`src/inc/efc_params.svh`:
```
// register offsets, field positions and timing counts of the front-end configuration bank
`ifndef EFC_PARAMS_SVH
`define EFC_PARAMS_SVH
`define EFC_ADDR_CONV 7'h00
`define EFC_ADDR_ROUTE1 7'h01
`define EFC_ADDR_ROUTE2 7'h02
`define EFC_ADDR_ROUTE3 7'h03
`define EFC_ADDR_CMDET 7'h0a
`define EFC_ADDR_LEGDRV 7'h0c
`define EFC_ADDR_WBUF1 7'h0d
`define EFC_ADDR_WBUF2 7'h0e
`define EFC_ADDR_WBUF3 7'h0f
`define EFC_ADDR_WOUT 7'h10
`define EFC_ADDR_CLKCFG 7'h12
`define EFC_ADDR_SHDN 7'h14
`define EFC_ADDR_DEC2 7'h21
`define EFC_ADDR_DEC3_1 7'h22
`define EFC_ADDR_DEC3_2 7'h23
`define EFC_ADDR_DEC3_3 7'h24
`define EFC_ADDR_RDYSRC 7'h27
`define EFC_ADDR_SYNCSRC 7'h28
`define EFC_ADDR_LOOPEN 7'h2f
`define EFC_ADDR_DATA_FIRST 7'h37
`define EFC_ADDR_DATA_LAST 7'h3f
`define EFC_ADDR_LOOP 7'h50
`define EFC_RESET_VAL 8'h00
`define EFC_CONV_START_BIT 0
`define EFC_CLK_OSC_BIT 2
`define EFC_CLK_OUT_BIT 0
`define EFC_CLK_EXT_VAL 8'h06
`define EFC_SRC_CH1_BIT 3
`define EFC_SYNC_IN_BIT 6
`define EFC_LOOP_CH1_BIT 4
`define EFC_SYNC_PULSE_CYC 4'h4
`endif

```
`src/inc/efc_pkg.sv`:
```
// types of the front-end configuration bank
package efc_pkg;
	typedef enum logic [1:0]
	{
		EFC_IDLE = 2'b00,
		EFC_ADDR = 2'b01,
		EFC_DATA = 2'b10
	} efc_state_t;
	typedef logic [7:0] efc_byte_t;
endpackage : efc_pkg

```
`src/verilog/efc_pin_sync.sv`:
```
// three-stage synchroniser for pins entering the sys_clk domain
module efc_pin_sync
(
	input wire logic sys_clk,
	input wire logic srst,
	input wire logic pinIn,
	output logic pinLevel,
	output logic pinRise,
	output logic pinFall
);
	logic [2:0] stage;
	// stage[0] is only read by stage[1]; decisions use stages 1 and 2
	always_ff @(posedge sys_clk)
	begin
		if (srst)
			stage <= 3'h0;
		else
			stage <= {stage[1:0], pinIn};
	end
	always_ff @(posedge sys_clk)
	begin
		if (srst)
			pinLevel <= 1'b0;
		else if (stage[1] == stage[2])
			pinLevel <= stage[2];
	end
	assign pinRise = (stage[1] == stage[2]) && stage[2] && !pinLevel;
	assign pinFall = (stage[1] == stage[2]) && !stage[2] && pinLevel;
endmodule : efc_pin_sync

```
`src/verilog/efc_config_bank.sv`:
```
// configuration bank, serial register port and sample pacing of the front-end
// What this block does
// - writing 0x01 at 0x00 starts conversion; host repeats it per device
// - channel route registers hold positive and negative input pin selects
// - 0x07 at 0x0A enables common-mode detection on input pins 1 to 3
// - 0x04 at 0x0C routes leg drive amplifier to input pin 4
// - 0x01, 0x02, 0x03 at 0x0D-0x0F route Wilson buffers to pins 1-3
// - 0x01 at 0x10 routes Wilson terminal output to input pin 6
// - 0x04 at 0x12 selects crystal oscillator for the logic clock
// - 0x05 at 0x12 also enables the clock output driver
// - 0x06 at 0x12 takes the logic clock from the clock pin
// - 0x24 at 0x14 shuts down channel 3 signal path
// - 0x02 at 0x21 sets second decimation ratio 5 for all channels
// - 0x02 at 0x22-0x24 sets third decimation ratio 6 per channel
// - 0x08 at 0x27 makes channel 1 the sample ready source
// - 0x00 at 0x27 keeps the sample ready pin never asserted
// - 0x08 at 0x28 makes channel 1 the sync pulse source
// - 0x40 at 0x28 disables the sync driver, pin becomes input
// - master drives sync pulse to slave sync inputs for lockstep conversion
// - 0x2F selects channels in loop read-back: 0x70 all, 0x30 ch1-2
// - loop read-back address returns enabled data bytes 0x37-0x3F in turn, or 0x3D-0x3F when none is enabled
// - each 24-bit sample spans three bytes, upper byte at lowest address
`include "efc_params.svh"
module efc_config_bank
#(
	parameter int SAMPLE_DIV = 64
)
(
	input wire logic sys_clk,
	input wire logic srst,
	input wire logic chip_select_n,
	input wire logic serialClk,
	input wire logic serialIn,
	output logic serialOut,
	output logic serialOutEn,
	input wire logic sample_sync_n_in,
	output logic sample_sync_n_out,
	output logic sample_sync_n_oe,
	output logic sample_ready_n,
	output logic clockOutEnable,
	output logic externalClockSel,
	output logic convRunning,
	input wire logic [23:0] ch1Sample,
	input wire logic [23:0] ch2Sample,
	input wire logic [23:0] ch3Sample,
	output efc_pkg::efc_byte_t analogCtl [0:18]
);
	import efc_pkg::*;

	logic csLevel;
	logic sckRise;
	logic sckFall;
	logic sdiLevel;
	logic syncLevel;
	logic syncFall;
	efc_pin_sync csSync (.sys_clk(sys_clk), .srst(srst), .pinIn(chip_select_n),
		.pinLevel(csLevel), .pinRise(), .pinFall());
	efc_pin_sync sckSync (.sys_clk(sys_clk), .srst(srst), .pinIn(serialClk),
		.pinLevel(), .pinRise(sckRise), .pinFall(sckFall));
	efc_pin_sync sdiSync (.sys_clk(sys_clk), .srst(srst), .pinIn(serialIn),
		.pinLevel(sdiLevel), .pinRise(), .pinFall());
	efc_pin_sync synSync (.sys_clk(sys_clk), .srst(srst), .pinIn(sample_sync_n_in),
		.pinLevel(syncLevel), .pinRise(), .pinFall(syncFall));

	// register storage; index matches the order of the address list
	localparam int NREG = 19;
	efc_byte_t regs [0:NREG-1];
	logic [6:0] regAddr [0:NREG-1];
	assign regAddr[0] = `EFC_ADDR_CONV;
	assign regAddr[1] = `EFC_ADDR_ROUTE1;
	assign regAddr[2] = `EFC_ADDR_ROUTE2;
	assign regAddr[3] = `EFC_ADDR_ROUTE3;
	assign regAddr[4] = `EFC_ADDR_CMDET;
	assign regAddr[5] = `EFC_ADDR_LEGDRV;
	assign regAddr[6] = `EFC_ADDR_WBUF1;
	assign regAddr[7] = `EFC_ADDR_WBUF2;
	assign regAddr[8] = `EFC_ADDR_WBUF3;
	assign regAddr[9] = `EFC_ADDR_WOUT;
	assign regAddr[10] = `EFC_ADDR_CLKCFG;
	assign regAddr[11] = `EFC_ADDR_SHDN;
	assign regAddr[12] = `EFC_ADDR_DEC2;
	assign regAddr[13] = `EFC_ADDR_DEC3_1;
	assign regAddr[14] = `EFC_ADDR_DEC3_2;
	assign regAddr[15] = `EFC_ADDR_DEC3_3;
	assign regAddr[16] = `EFC_ADDR_RDYSRC;
	assign regAddr[17] = `EFC_ADDR_SYNCSRC;
	assign regAddr[18] = `EFC_ADDR_LOOPEN;

	// serial frame: bit7 = read, bits 6..0 address, then one or more data bytes, msb first
	efc_state_t state;
	logic [2:0] bitCnt;
	logic [7:0] shiftIn;
	logic [7:0] shiftOut;
	logic [6:0] curAddr;
	logic isRead;
	logic wrStrobe;
	logic rdLoad;
	logic [7:0] lastIn;
	assign lastIn = {shiftIn[6:0], sdiLevel};
	assign wrStrobe = (state == EFC_DATA) && sckRise && (bitCnt == 3'h7) && !isRead;
	assign rdLoad = (state == EFC_ADDR) && sckRise && (bitCnt == 3'h7) && lastIn[7];

	always_ff @(posedge sys_clk)
	begin
		if (srst || csLevel)
		begin
			state <= EFC_IDLE;
			bitCnt <= 3'h0;
			shiftIn <= 8'h00;
			curAddr <= 7'h00;
			isRead <= 1'b0;
		end
		else if (sckRise)
		begin
			shiftIn <= lastIn;
			bitCnt <= bitCnt + 3'h1;
			case (state)
				EFC_IDLE, EFC_ADDR:
				begin
					state <= EFC_ADDR;
					if (bitCnt == 3'h7)
					begin
						state <= EFC_DATA;
						isRead <= lastIn[7];
						curAddr <= lastIn[6:0];
					end
				end
				EFC_DATA:
				begin
					// streaming: stay in data phase, step address except at loop port
					if (bitCnt == 3'h7 && curAddr != `EFC_ADDR_LOOP)
						curAddr <= curAddr + 7'h1;
				end
				default:
					state <= EFC_IDLE;
			endcase
		end
	end

	// multiple slaves sharing select all latch the same write
	generate
		for (genvar i = 0; i < NREG; i++)
		begin : regGen
			always_ff @(posedge sys_clk)
			begin
				if (srst)
					regs[i] <= `EFC_RESET_VAL;
				else if (wrStrobe && curAddr == regAddr[i])
					regs[i] <= lastIn;
			end
			always_ff @(posedge sys_clk)
			begin
				if (srst)
					analogCtl[i] <= `EFC_RESET_VAL;
				else
					analogCtl[i] <= regs[i];
			end
		end
	endgenerate

	// sample data snapshot, byte index 0 = ch1 upper byte at the first data address
	logic [7:0] dataBytes [0:8];
	logic [23:0] chSnap [0:2];
	logic sampleTick;
	always_ff @(posedge sys_clk)
	begin
		if (srst)
		begin
			chSnap[0] <= 24'h000000;
			chSnap[1] <= 24'h000000;
			chSnap[2] <= 24'h000000;
		end
		else if (sampleTick)
		begin
			chSnap[0] <= ch1Sample;
			chSnap[1] <= ch2Sample;
			chSnap[2] <= ch3Sample;
		end
	end
	generate
		for (genvar c = 0; c < 3; c++)
		begin : byteGen
			assign dataBytes[3*c] = chSnap[c][23:16];
			assign dataBytes[3*c+1] = chSnap[c][15:8];
			assign dataBytes[3*c+2] = chSnap[c][7:0];
		end
	endgenerate

	// loop read-back walks enabled channels only, and channel 3 alone when no channel is enabled
	logic [1:0] loopCh;
	logic [1:0] loopByte;
	logic [2:0] loopMask;
	assign loopMask = regs[18][`EFC_LOOP_CH1_BIT +: 3];

	function automatic logic [1:0] nextCh(input logic [1:0] cur, input logic [2:0] mask);
		logic [1:0] r;
		r = cur;
		if (cur == 2'h0 && mask[1])
			r = 2'h1;
		else if (cur != 2'h2 && mask[2])
			r = 2'h2;
		else if (mask[0])
			r = 2'h0;
		else if (mask[1])
			r = 2'h1;
		return r;
	endfunction : nextCh

	function automatic logic [1:0] firstCh(input logic [2:0] mask);
		return mask[0] ? 2'h0 : (mask[1] ? 2'h1 : 2'h2);
	endfunction : firstCh

	logic [7:0] rdValue;
	logic [6:0] rdAddr;
	logic loopRead;
	// the loop port keeps its address while streaming, others step to the next byte
	assign rdAddr = (state != EFC_DATA) ? lastIn[6:0] :
		((curAddr == `EFC_ADDR_LOOP) ? curAddr : curAddr + 7'h1);
	assign loopRead = (rdAddr == `EFC_ADDR_LOOP);
	always_comb
	begin
		rdValue = 8'h00;
		if (loopRead)
		begin
			if (state == EFC_DATA)
				rdValue = (loopByte == 2'h2) ?
					dataBytes[7'(nextCh(loopCh, loopMask)) * 3] :
					dataBytes[loopCh * 3 + loopByte + 1];
			else
				rdValue = dataBytes[firstCh(loopMask) * 3];
		end
		else if (rdAddr >= `EFC_ADDR_DATA_FIRST && rdAddr <= `EFC_ADDR_DATA_LAST)
			rdValue = dataBytes[4'(rdAddr - `EFC_ADDR_DATA_FIRST)];
		else
		begin
			for (int k = 0; k < NREG; k++)
			begin
				if (rdAddr == regAddr[k])
					rdValue = regs[k];
			end
		end
	end

	logic rdNext;
	assign rdNext = (state == EFC_DATA) && isRead && sckRise && (bitCnt == 3'h7);
	always_ff @(posedge sys_clk)
	begin
		if (srst || csLevel)
		begin
			loopCh <= 2'h0;
			loopByte <= 2'h0;
		end
		else if (rdLoad && loopRead)
		begin
			loopCh <= firstCh(loopMask);
			loopByte <= 2'h0;
		end
		else if (rdNext && curAddr == `EFC_ADDR_LOOP)
		begin
			if (loopByte == 2'h2)
			begin
				loopByte <= 2'h0;
				loopCh <= nextCh(loopCh, loopMask);
			end
			else
				loopByte <= loopByte + 2'h1;
		end
	end

	// output shifts on the falling serial edge, so the host samples on rising
	always_ff @(posedge sys_clk)
	begin
		if (srst || csLevel)
			shiftOut <= 8'h00;
		else if (rdLoad || rdNext)
			shiftOut <= rdValue;
		// the fall right after a byte boundary presents the freshly loaded msb
		else if (sckFall && state == EFC_DATA && bitCnt != 3'h0)
			shiftOut <= {shiftOut[6:0], 1'b0};
	end
	always_ff @(posedge sys_clk)
	begin
		if (srst || csLevel)
		begin
			serialOut <= 1'b0;
			serialOutEn <= 1'b0;
		end
		else
		begin
			serialOut <= shiftOut[7];
			serialOutEn <= (state == EFC_DATA) && isRead;
		end
	end

	// clock source decode
	always_ff @(posedge sys_clk)
	begin
		if (srst)
		begin
			clockOutEnable <= 1'b0;
			externalClockSel <= 1'b0;
		end
		else
		begin
			clockOutEnable <= regs[10][`EFC_CLK_OSC_BIT] && regs[10][`EFC_CLK_OUT_BIT];
			externalClockSel <= (regs[10] == `EFC_CLK_EXT_VAL);
		end
	end

	// sample pacing: a slave restarts its divider on the master's sync pulse
	logic [15:0] paceCnt;
	logic syncIsInput;
	assign syncIsInput = regs[17][`EFC_SYNC_IN_BIT];
	assign sampleTick = convRunning && (paceCnt == 16'(SAMPLE_DIV - 1));
	always_ff @(posedge sys_clk)
	begin
		if (srst)
			convRunning <= 1'b0;
		else
			convRunning <= regs[0][`EFC_CONV_START_BIT];
	end
	always_ff @(posedge sys_clk)
	begin
		if (srst || !convRunning)
			paceCnt <= 16'h0000;
		else if (sampleTick || (syncIsInput && syncFall))
			paceCnt <= 16'h0000;
		else
			paceCnt <= paceCnt + 16'h0001;
	end

	logic [3:0] syncHold;
	always_ff @(posedge sys_clk)
	begin
		if (srst)
			syncHold <= 4'h0;
		else if (sampleTick && regs[17][`EFC_SRC_CH1_BIT] && !syncIsInput)
			syncHold <= `EFC_SYNC_PULSE_CYC;
		else if (syncHold != 4'h0)
			syncHold <= syncHold - 4'h1;
	end
	always_ff @(posedge sys_clk)
	begin
		if (srst)
		begin
			sample_sync_n_out <= 1'b1;
			sample_sync_n_oe <= 1'b0;
		end
		else
		begin
			sample_sync_n_out <= (syncHold == 4'h0);
			sample_sync_n_oe <= !syncIsInput;
		end
	end

	// ready goes low on a new sample and rises when the host starts a frame
	always_ff @(posedge sys_clk)
	begin
		if (srst)
			sample_ready_n <= 1'b1;
		else if (sampleTick && regs[16][`EFC_SRC_CH1_BIT])
			sample_ready_n <= 1'b0;
		else if (!csLevel)
			sample_ready_n <= 1'b1;
	end

	// checks
	start_conv_a: assert property (@(posedge sys_clk) disable iff (srst)
		wrStrobe && curAddr == `EFC_ADDR_CONV && lastIn == 8'h01 |-> ##2 convRunning)
		else $error("conversion did not start");
	ready_gate_a: assert property (@(posedge sys_clk) disable iff (srst)
		!regs[16][`EFC_SRC_CH1_BIT] && $fell(sample_ready_n) |-> 1'b0)
		else $error("ready asserted without source");
	sync_input_a: assert property (@(posedge sys_clk) disable iff (srst)
		$past(syncIsInput) && $past(syncIsInput, 2) |-> !sample_sync_n_oe)
		else $error("sync driven while input");
	sync_pulse_a: assert property (@(posedge sys_clk) disable iff (srst)
		$rose(syncHold != 4'h0) |-> (syncHold != 4'h0) [*4] ##1 syncHold == 4'h0)
		else $error("sync pulse width wrong");
	clk_out_a: assert property (@(posedge sys_clk) disable iff (srst)
		regs[10] == 8'h05 ##1 regs[10] == 8'h05 |=> clockOutEnable)
		else $error("clock output not enabled");
	ext_clk_a: assert property (@(posedge sys_clk) disable iff (srst)
		regs[10] == 8'h04 ##1 regs[10] == 8'h04 |=> !externalClockSel && !clockOutEnable)
		else $error("crystal mode decode wrong");
	reg_write_a: assert property (@(posedge sys_clk) disable iff (srst)
		wrStrobe && curAddr == `EFC_ADDR_DEC2 |=> regs[12] == $past(lastIn))
		else $error("register write lost");
	reg_hold_a: assert property (@(posedge sys_clk) disable iff (srst)
		!wrStrobe |=> $stable(regs[18]))
		else $error("register changed without write");
	ready_src_a: assert property (@(posedge sys_clk) disable iff (srst)
		sampleTick && regs[16][`EFC_SRC_CH1_BIT] |=> !sample_ready_n)
		else $error("ready not asserted on sample");
	write_cov: cover property (@(posedge sys_clk) wrStrobe);
	loop_cov: cover property (@(posedge sys_clk) rdNext && curAddr == `EFC_ADDR_LOOP);
	sync_cov: cover property (@(posedge sys_clk) syncIsInput && syncFall && convRunning);
	ready_cov: cover property (@(posedge sys_clk) $fell(sample_ready_n));
endmodule : efc_config_bank

```
`config.mk`:
```
export PLATFORM = sky130hd
export DESIGN_NAME = efc_config_bank
export DESIGN_NICKNAME = d
export VERILOG_FILES = /design/src/inc/efc_pkg.sv /design/src/verilog/efc_pin_sync.sv /design/src/verilog/efc_config_bank.sv
export VERILOG_INCLUDE_DIRS = /design/src /design/src/inc
export SDC_FILE = /design/constraint.sdc
export NUM_CORES = 1
export LEC_CHECK = 0
export ABC_AREA = 0
export ABC_CLOCK_PERIOD_IN_PS = 6000
export BUFFER_PORTS_ARGS = -buffer_cell sky130_fd_sc_hd__buf_2
export CORE_UTILIZATION = 40
export DETAILED_ROUTE_END_ITERATION = 8
export PLACE_DENSITY_LB_ADDON = 0.25
export SYNTH_ARGS = -nofsm -noshare
export SYNTH_HDL_FRONTEND = slang
export SYNTH_SLANG_ARGS = --single-unit
```
`constraint.sdc`:
```
create_clock -name sys_clk -period 6 [get_ports sys_clk]
set_input_delay 1.2 -clock sys_clk [delete_from_list [all_inputs] [get_ports sys_clk]]
set_output_delay 1.2 -clock sys_clk [all_outputs]
set_load 0.02 [all_outputs]
```
; Word level (Yosys, flattened, before mapping)
; Memory sizes are Yosys's and may differ from the RTL's.
; Index checks and enable logic that the tools add are counted.
[word_totals]
reg_bits = 228
ram_bits = 224
in_bits = 78
output_inout_bits = 160
wordCells = 368
mem_count = 2
[mem_list]
columns = memory, depth, word_bits, read_ports, rd_ports_with_merged_regs, write_ports, line
row1 = regs, 19, 8, 19, 0, 19, efc_config_bank.sv:67  ; efc_byte_t regs [0:NREG-1];
row2 = chSnap, 3, 24, 3, 0, 3, efc_config_bank.sv:163  ; logic [23:0] chSnap [0:2];
[classes]
add_sub_neg = 8
n_mul = 3
order_cmp = 6
n_eq_ne = 54
muxes = 144
n_bitwise = 27
reduce_logical = 78
[ops]
columns = op, n
row1 = $mux W8, 52
row2 = $bmux W8 S4, 4
row3 = $ge A33 B5 Y1 const B, 3
row4 = $eq A7 B6 Y1 const B, 14
row5 = $mux W24, 3
row6 = $eq A7 B4 Y1 const B, 10
row7 = $not A4 Y33, 2
row8 = $mux W1, 64
row9 = $logic_and A1 B1 Y1, 48
row10 = $eq A7 B5 Y1 const B, 6
row11 = $not A6 Y33, 1
row12 = $eq A7 B2 Y1 const B, 4
row13 = $mux W7, 4
row14 = $mux W2, 13
row15 = $or A1 B1 Y1, 22
row16 = $add A16 B1 Y16 const B, 1
row17 = $eq A16 B6 Y1 const B, 1
row18 = $eq A7 B1 Y1 const B, 2
row19 = $eq A7 B7 Y1 const B, 2
row20 = $logic_not A7 Y1, 2
row21 = $pmux W7 S2, 1
row22 = $mul A2 B2 Y4 const B, 3
row23 = $reduce_bool A2 Y1, 5
row24 = $eq A8 B3 Y1 const B, 1
row25 = 31 further kinds, 52

; Depth between registers and ports, before layout
[depth]
depth_word = 26
mapped_depth = 19
ltp_nobuf = 16

; Hierarchy
; From an unflattened synthesis, not the netlist that was laid out.
[unflattened]
cells_unflattened = 1864
area_unflattened_um2 = 21016.4
[by_module_without_submodules]
columns = module, instances, cells_per_inst, area_each_um2
row1 = efc_config_bank, 1, 1804, 20395.8
row2 = efc_pin_sync, 4, 15, 155.1

; Least setup slack after synthesis
; No wires, ideal clock.
[synth_path]
path_kind = flip-flop to flip-flop
from = reg curAddr[0]
to = reg shiftOut[7]
setup_ns = 0.128
arrival_time_ns = 4.029
t_required_ns = 5.872
path_slack_ns = 1.843
path_stages_with_launch = 18
path_buffers = 3
synth_period_minus_slack_ns = 4.157
path_cell_list = dfxtp_1 inv_1 ha_1 or3b_4 o211ai_2 nand3_2 buf_2 ha_1 clkbuf_1 inv_1 nor3_1 a221oi_2 buf_2 mux2_2 a21oi_1 o211ai_1 a211oi_1 o22ai_1
[synth_via]
elab_chain_len = 26
elab_cells_between_ends = 54
classes_between = add/sub (2) / order compare (2) / eq/ne (20) / mux (27) / bitwise (1) / reduce/logical (2)
[synth_lines]
columns = element, line
row1 = "start, declared", efc_config_bank.sv:94  ; logic [6:0] curAddr;
row2 = "start signal, assigned", efc_config_bank.sv:125  ; curAddr <= lastIn[6:0];
row3 = "start signal, assigned", efc_config_bank.sv:132  ; curAddr <= curAddr + 7'h1;
row4 = $add A7 B1 Y7 / $eq A7 B7 Y1 (equally long branches), -
row5 = $mux W7 *, efc_config_bank.sv:218  ; ((curAddr == `EFC_ADDR_LOOP) ? curAddr : curAddr + 7'h1);
row6 = $mux W7 *, efc_config_bank.sv:217  ; assign rdAddr = (state != EFC_DATA) ? lastIn[6:0] :
row7 = $logic_not A7 Y1, efc_config_bank.sv:238  ; if (rdAddr == regAddr[k])
row8 = $mux W8 (19 in series), efc_config_bank.sv:238
row9 = $mux W8, efc_config_bank.sv:232  ; else if (rdAddr >= `EFC_ADDR_DATA_FIRST && rdAddr <= `EFC_ADDR_DATA_LAST)
row10 = $mux W8 *, efc_config_bank.sv:223  ; if (loopRead)
row11 = $mux W8 *, efc_config_bank.sv:275  ; else if (rdLoad || rdNext)
row12 = "end signal, assigned", efc_config_bank.sv:276  ; shiftOut <= rdValue;
row13 = "end signal, assigned", efc_config_bank.sv:279  ; shiftOut <= {shiftOut[6:0], 1'b0};
row14 = "end, declared", efc_config_bank.sv:93  ; logic [7:0] shiftOut;
; Every way passes the cells marked *; elsewhere a longest branch is shown, timed or not. The select of a mux whose other input is x is not followed.
; A chain may end at the register's enable or synchronous reset.

; Worst setup path in the final report
[layout_path]
from = reg curAddr[0]
to = reg shiftOut[2]
; The elaborated chain is that of the path after synthesis.

==> run metrics <==
antenna-violating nets left 0; Ys Warns 0; number of global-route vias before repair 14800; WP data required 6.53 ns; fin. max-slew vios 0; Clock Pin Slew Worst Setup and Hold Paths 0.06 ns; Slew @ Worst Pin 1.29 ns; Seq/Total Area, Yosys 0.547; maximum vdd drop 225 uV; PD cells 280 mW/mm^2; Die X-Extent 229 um; Max Cap Violations 0; Synth top area share 0.326; Clock Path Buffers 3; RSZ-0062 raised after global routing no; Initial DRT Pass Iterations 6; crit path buf inv count 5; crit path kind flip-flop to flip-flop; routed len/inst 22.4 um; worst-path cell chain inv_1 > ha_1 > or3b_4 > o211ai_2 > nand3_2 > buf_4 > inv_1 > ha_1 > buf_4 > inv_1 > a21oi_1 > nand4_1 > and3_1 > and3_1 > nor3b_1 > o41ai_1 > a21o_1; FP Rows 82; Peak Freq 190 MHz; syn_nets 1951; dominant synthesized flop cell dfxtp_1; number of I/O port buffers 237; Setup Fix Bufs, Post-CTS 0; Max-Slew Margin vs Limit 0.137; Yosys reg bits 451; first-pass GRT wire length 92.5 mm; clk sinks 451; status completed; Finish-stage setup viols 0; pre-CTS setup slack 0.858 ns; Vias 15300; Post-DP HPWL 45.9 mm; crit end category flip-flop; Crit-path slowest cell o41ai_1; Syn Inst Count 1847; number of flops mapped to enable cells by yosys 224; Worst Setup Slack, final 0.744 ns; Synth top cells by count and2_1, dfxtp_1, edfxtp_1, nor2b_1, nor2_1; CP startpoint kind flip-flop; Synth area leader edfxtp_1; cts hold-fix bufs 0; synthesized area 0.0206 sq mm; worst hold margin 0.437 ns; share of layout cells above drive strength 1 0.202; H-tree Lvls 2; number of antenna violations at the first check in global routing 0; Resized Gates After CTS 0; DRT Wirelength 61.8 mm; Num CTS Buffers 47; die height 229 um; syn_area_per_cell 11.2 sq um; setup_tns 0 ns; Die ar. 0.0525 sq mm; Netlist cell types 93; Fin Clk Skew 0.0355 ns; # IOs 238; fin crit period 5.26 ns; Tot GR Track Use 0.232; crit share post-route 0.876; nets 2154; Finished Cell Area 0.0239 sq mm; Clock Latency Late Sink 0.60 ns; TritonCTS clock tree yes; number of remaining DRC errors 0; routed vias/inst 5.54; core area 0.0505 sq mm; crit-path max cell delay 0.57 ns; Starting Density 0.408; ys async rst share 0; Worst Path Arrival 5.78 ns; Final Hold Viols 0; Synth area leaders edfxtp_1, dfxtp_1, and2_1, nor2b_1, mux4_2; Hold WC Path Type flip-flop to flip-flop; Starting DRT DRC Count 1313; synthesis-to-layout area growth 16.0%; critical path fanouts, max 19; CP top delay family simple AND/OR/NAND/NOR gates; total grt overflow 0; leak pwr 9.19 nW; largest net degree at the start of global routing 97; most frequent CP cell inv_1; routability-driven placement congestion ratio 0.948; root buf cell clkbuf_16; DP Area 0.0224 sq mm
==> cell type report <==
cell class	count	area, sq um
diodes	1	2.50
clock buffers	68	1350
clock inverters	18	156
fillers	4719	26600
inverters	32	120
multi-input cells	1249	8740
flip-flops and latches	451	11300
well taps	672	841
repair buffers	269	1430
==> cell usage in the layout, fill, tap and decap left out, types with 43 or more instances in the layout <==
cell,count
nor2b_1,166
a21oi_1,82
dfxtp_1,227
and2_1,227
buf_2,236
nand2_1,102
edfxtp_1,224
clkbuf_16,49
nor2_1,118
o21ai_0,46
mux2i_1,43
==> per-layer routing <==
metal,global-route usage,routed length (um),vias to the layer above
li1,-,-,7080
met1,0.314,27200,7508
met2,0.382,29400,586
met3,0.0367,3690,109
met4,0.0648,1620,0
met5,0,0,-
==> worst paths after layout <==
check	from	to	cells past startpoint	slack, ns
min	csSync.stage[0]	csSync.stage[1]	1	0.44
max	curAddr[0]	shiftOut[2]	17	0.74
min reg2reg	csSync.stage[0]	csSync.stage[1]	1	0.44
max reg2reg	curAddr[0]	shiftOut[2]	17	0.74
==> stage by stage <==
| step | cells | utilization | power, mW |
|---|---|---|---|
| finish | 2760 | 0.474 | 6.70 |
| global route | 2759 | 0.474 | 6.93 |
| CTS | 2759 | 0.474 | 6.76 |
| detailed placement | 2673 | 0.444 | 3.93 |
| global placement | 2673 | 0.444 | 3.92 |
| floorplan | 1847 | - | 3.75 |
==> power breakdown <==
group          internal (mW)  switching [mW]  total (mW)
logic                  0.171           0.245       0.416
registers               3.35          0.0928        3.45
clock network           1.62            1.22        2.84
==> cells by family after synthesis <==
logic type / after synthesis / synth area share
AND/OR/NAND/NOR: 795 / 0.216
AO/OA/AOI/OAI: 303 / 0.101
adder cells (fa/ha/maj): 26 / 0.0165
buffers and inverters: 147 / 0.0297
multiplexers: 102 / 0.0798
XOR/XNOR: 23 / 0.00977
flip-flops: 451 / 0.547
==> state kept, by name, summed over array words and instances, names as in the netlist, 3 cells and up <==
name / cells
analogCtl: 152
regs: 152
chSnap: 72
paceCnt: 16
shiftOut: 8
curAddr: 7
shiftIn: 7
syncHold: 4
bitCnt: 3
csSync.stage: 3
sckSync.stage: 3
sdiSync.stage: 3
synSync.stage: 3
(Power assumes the default switching activity.)
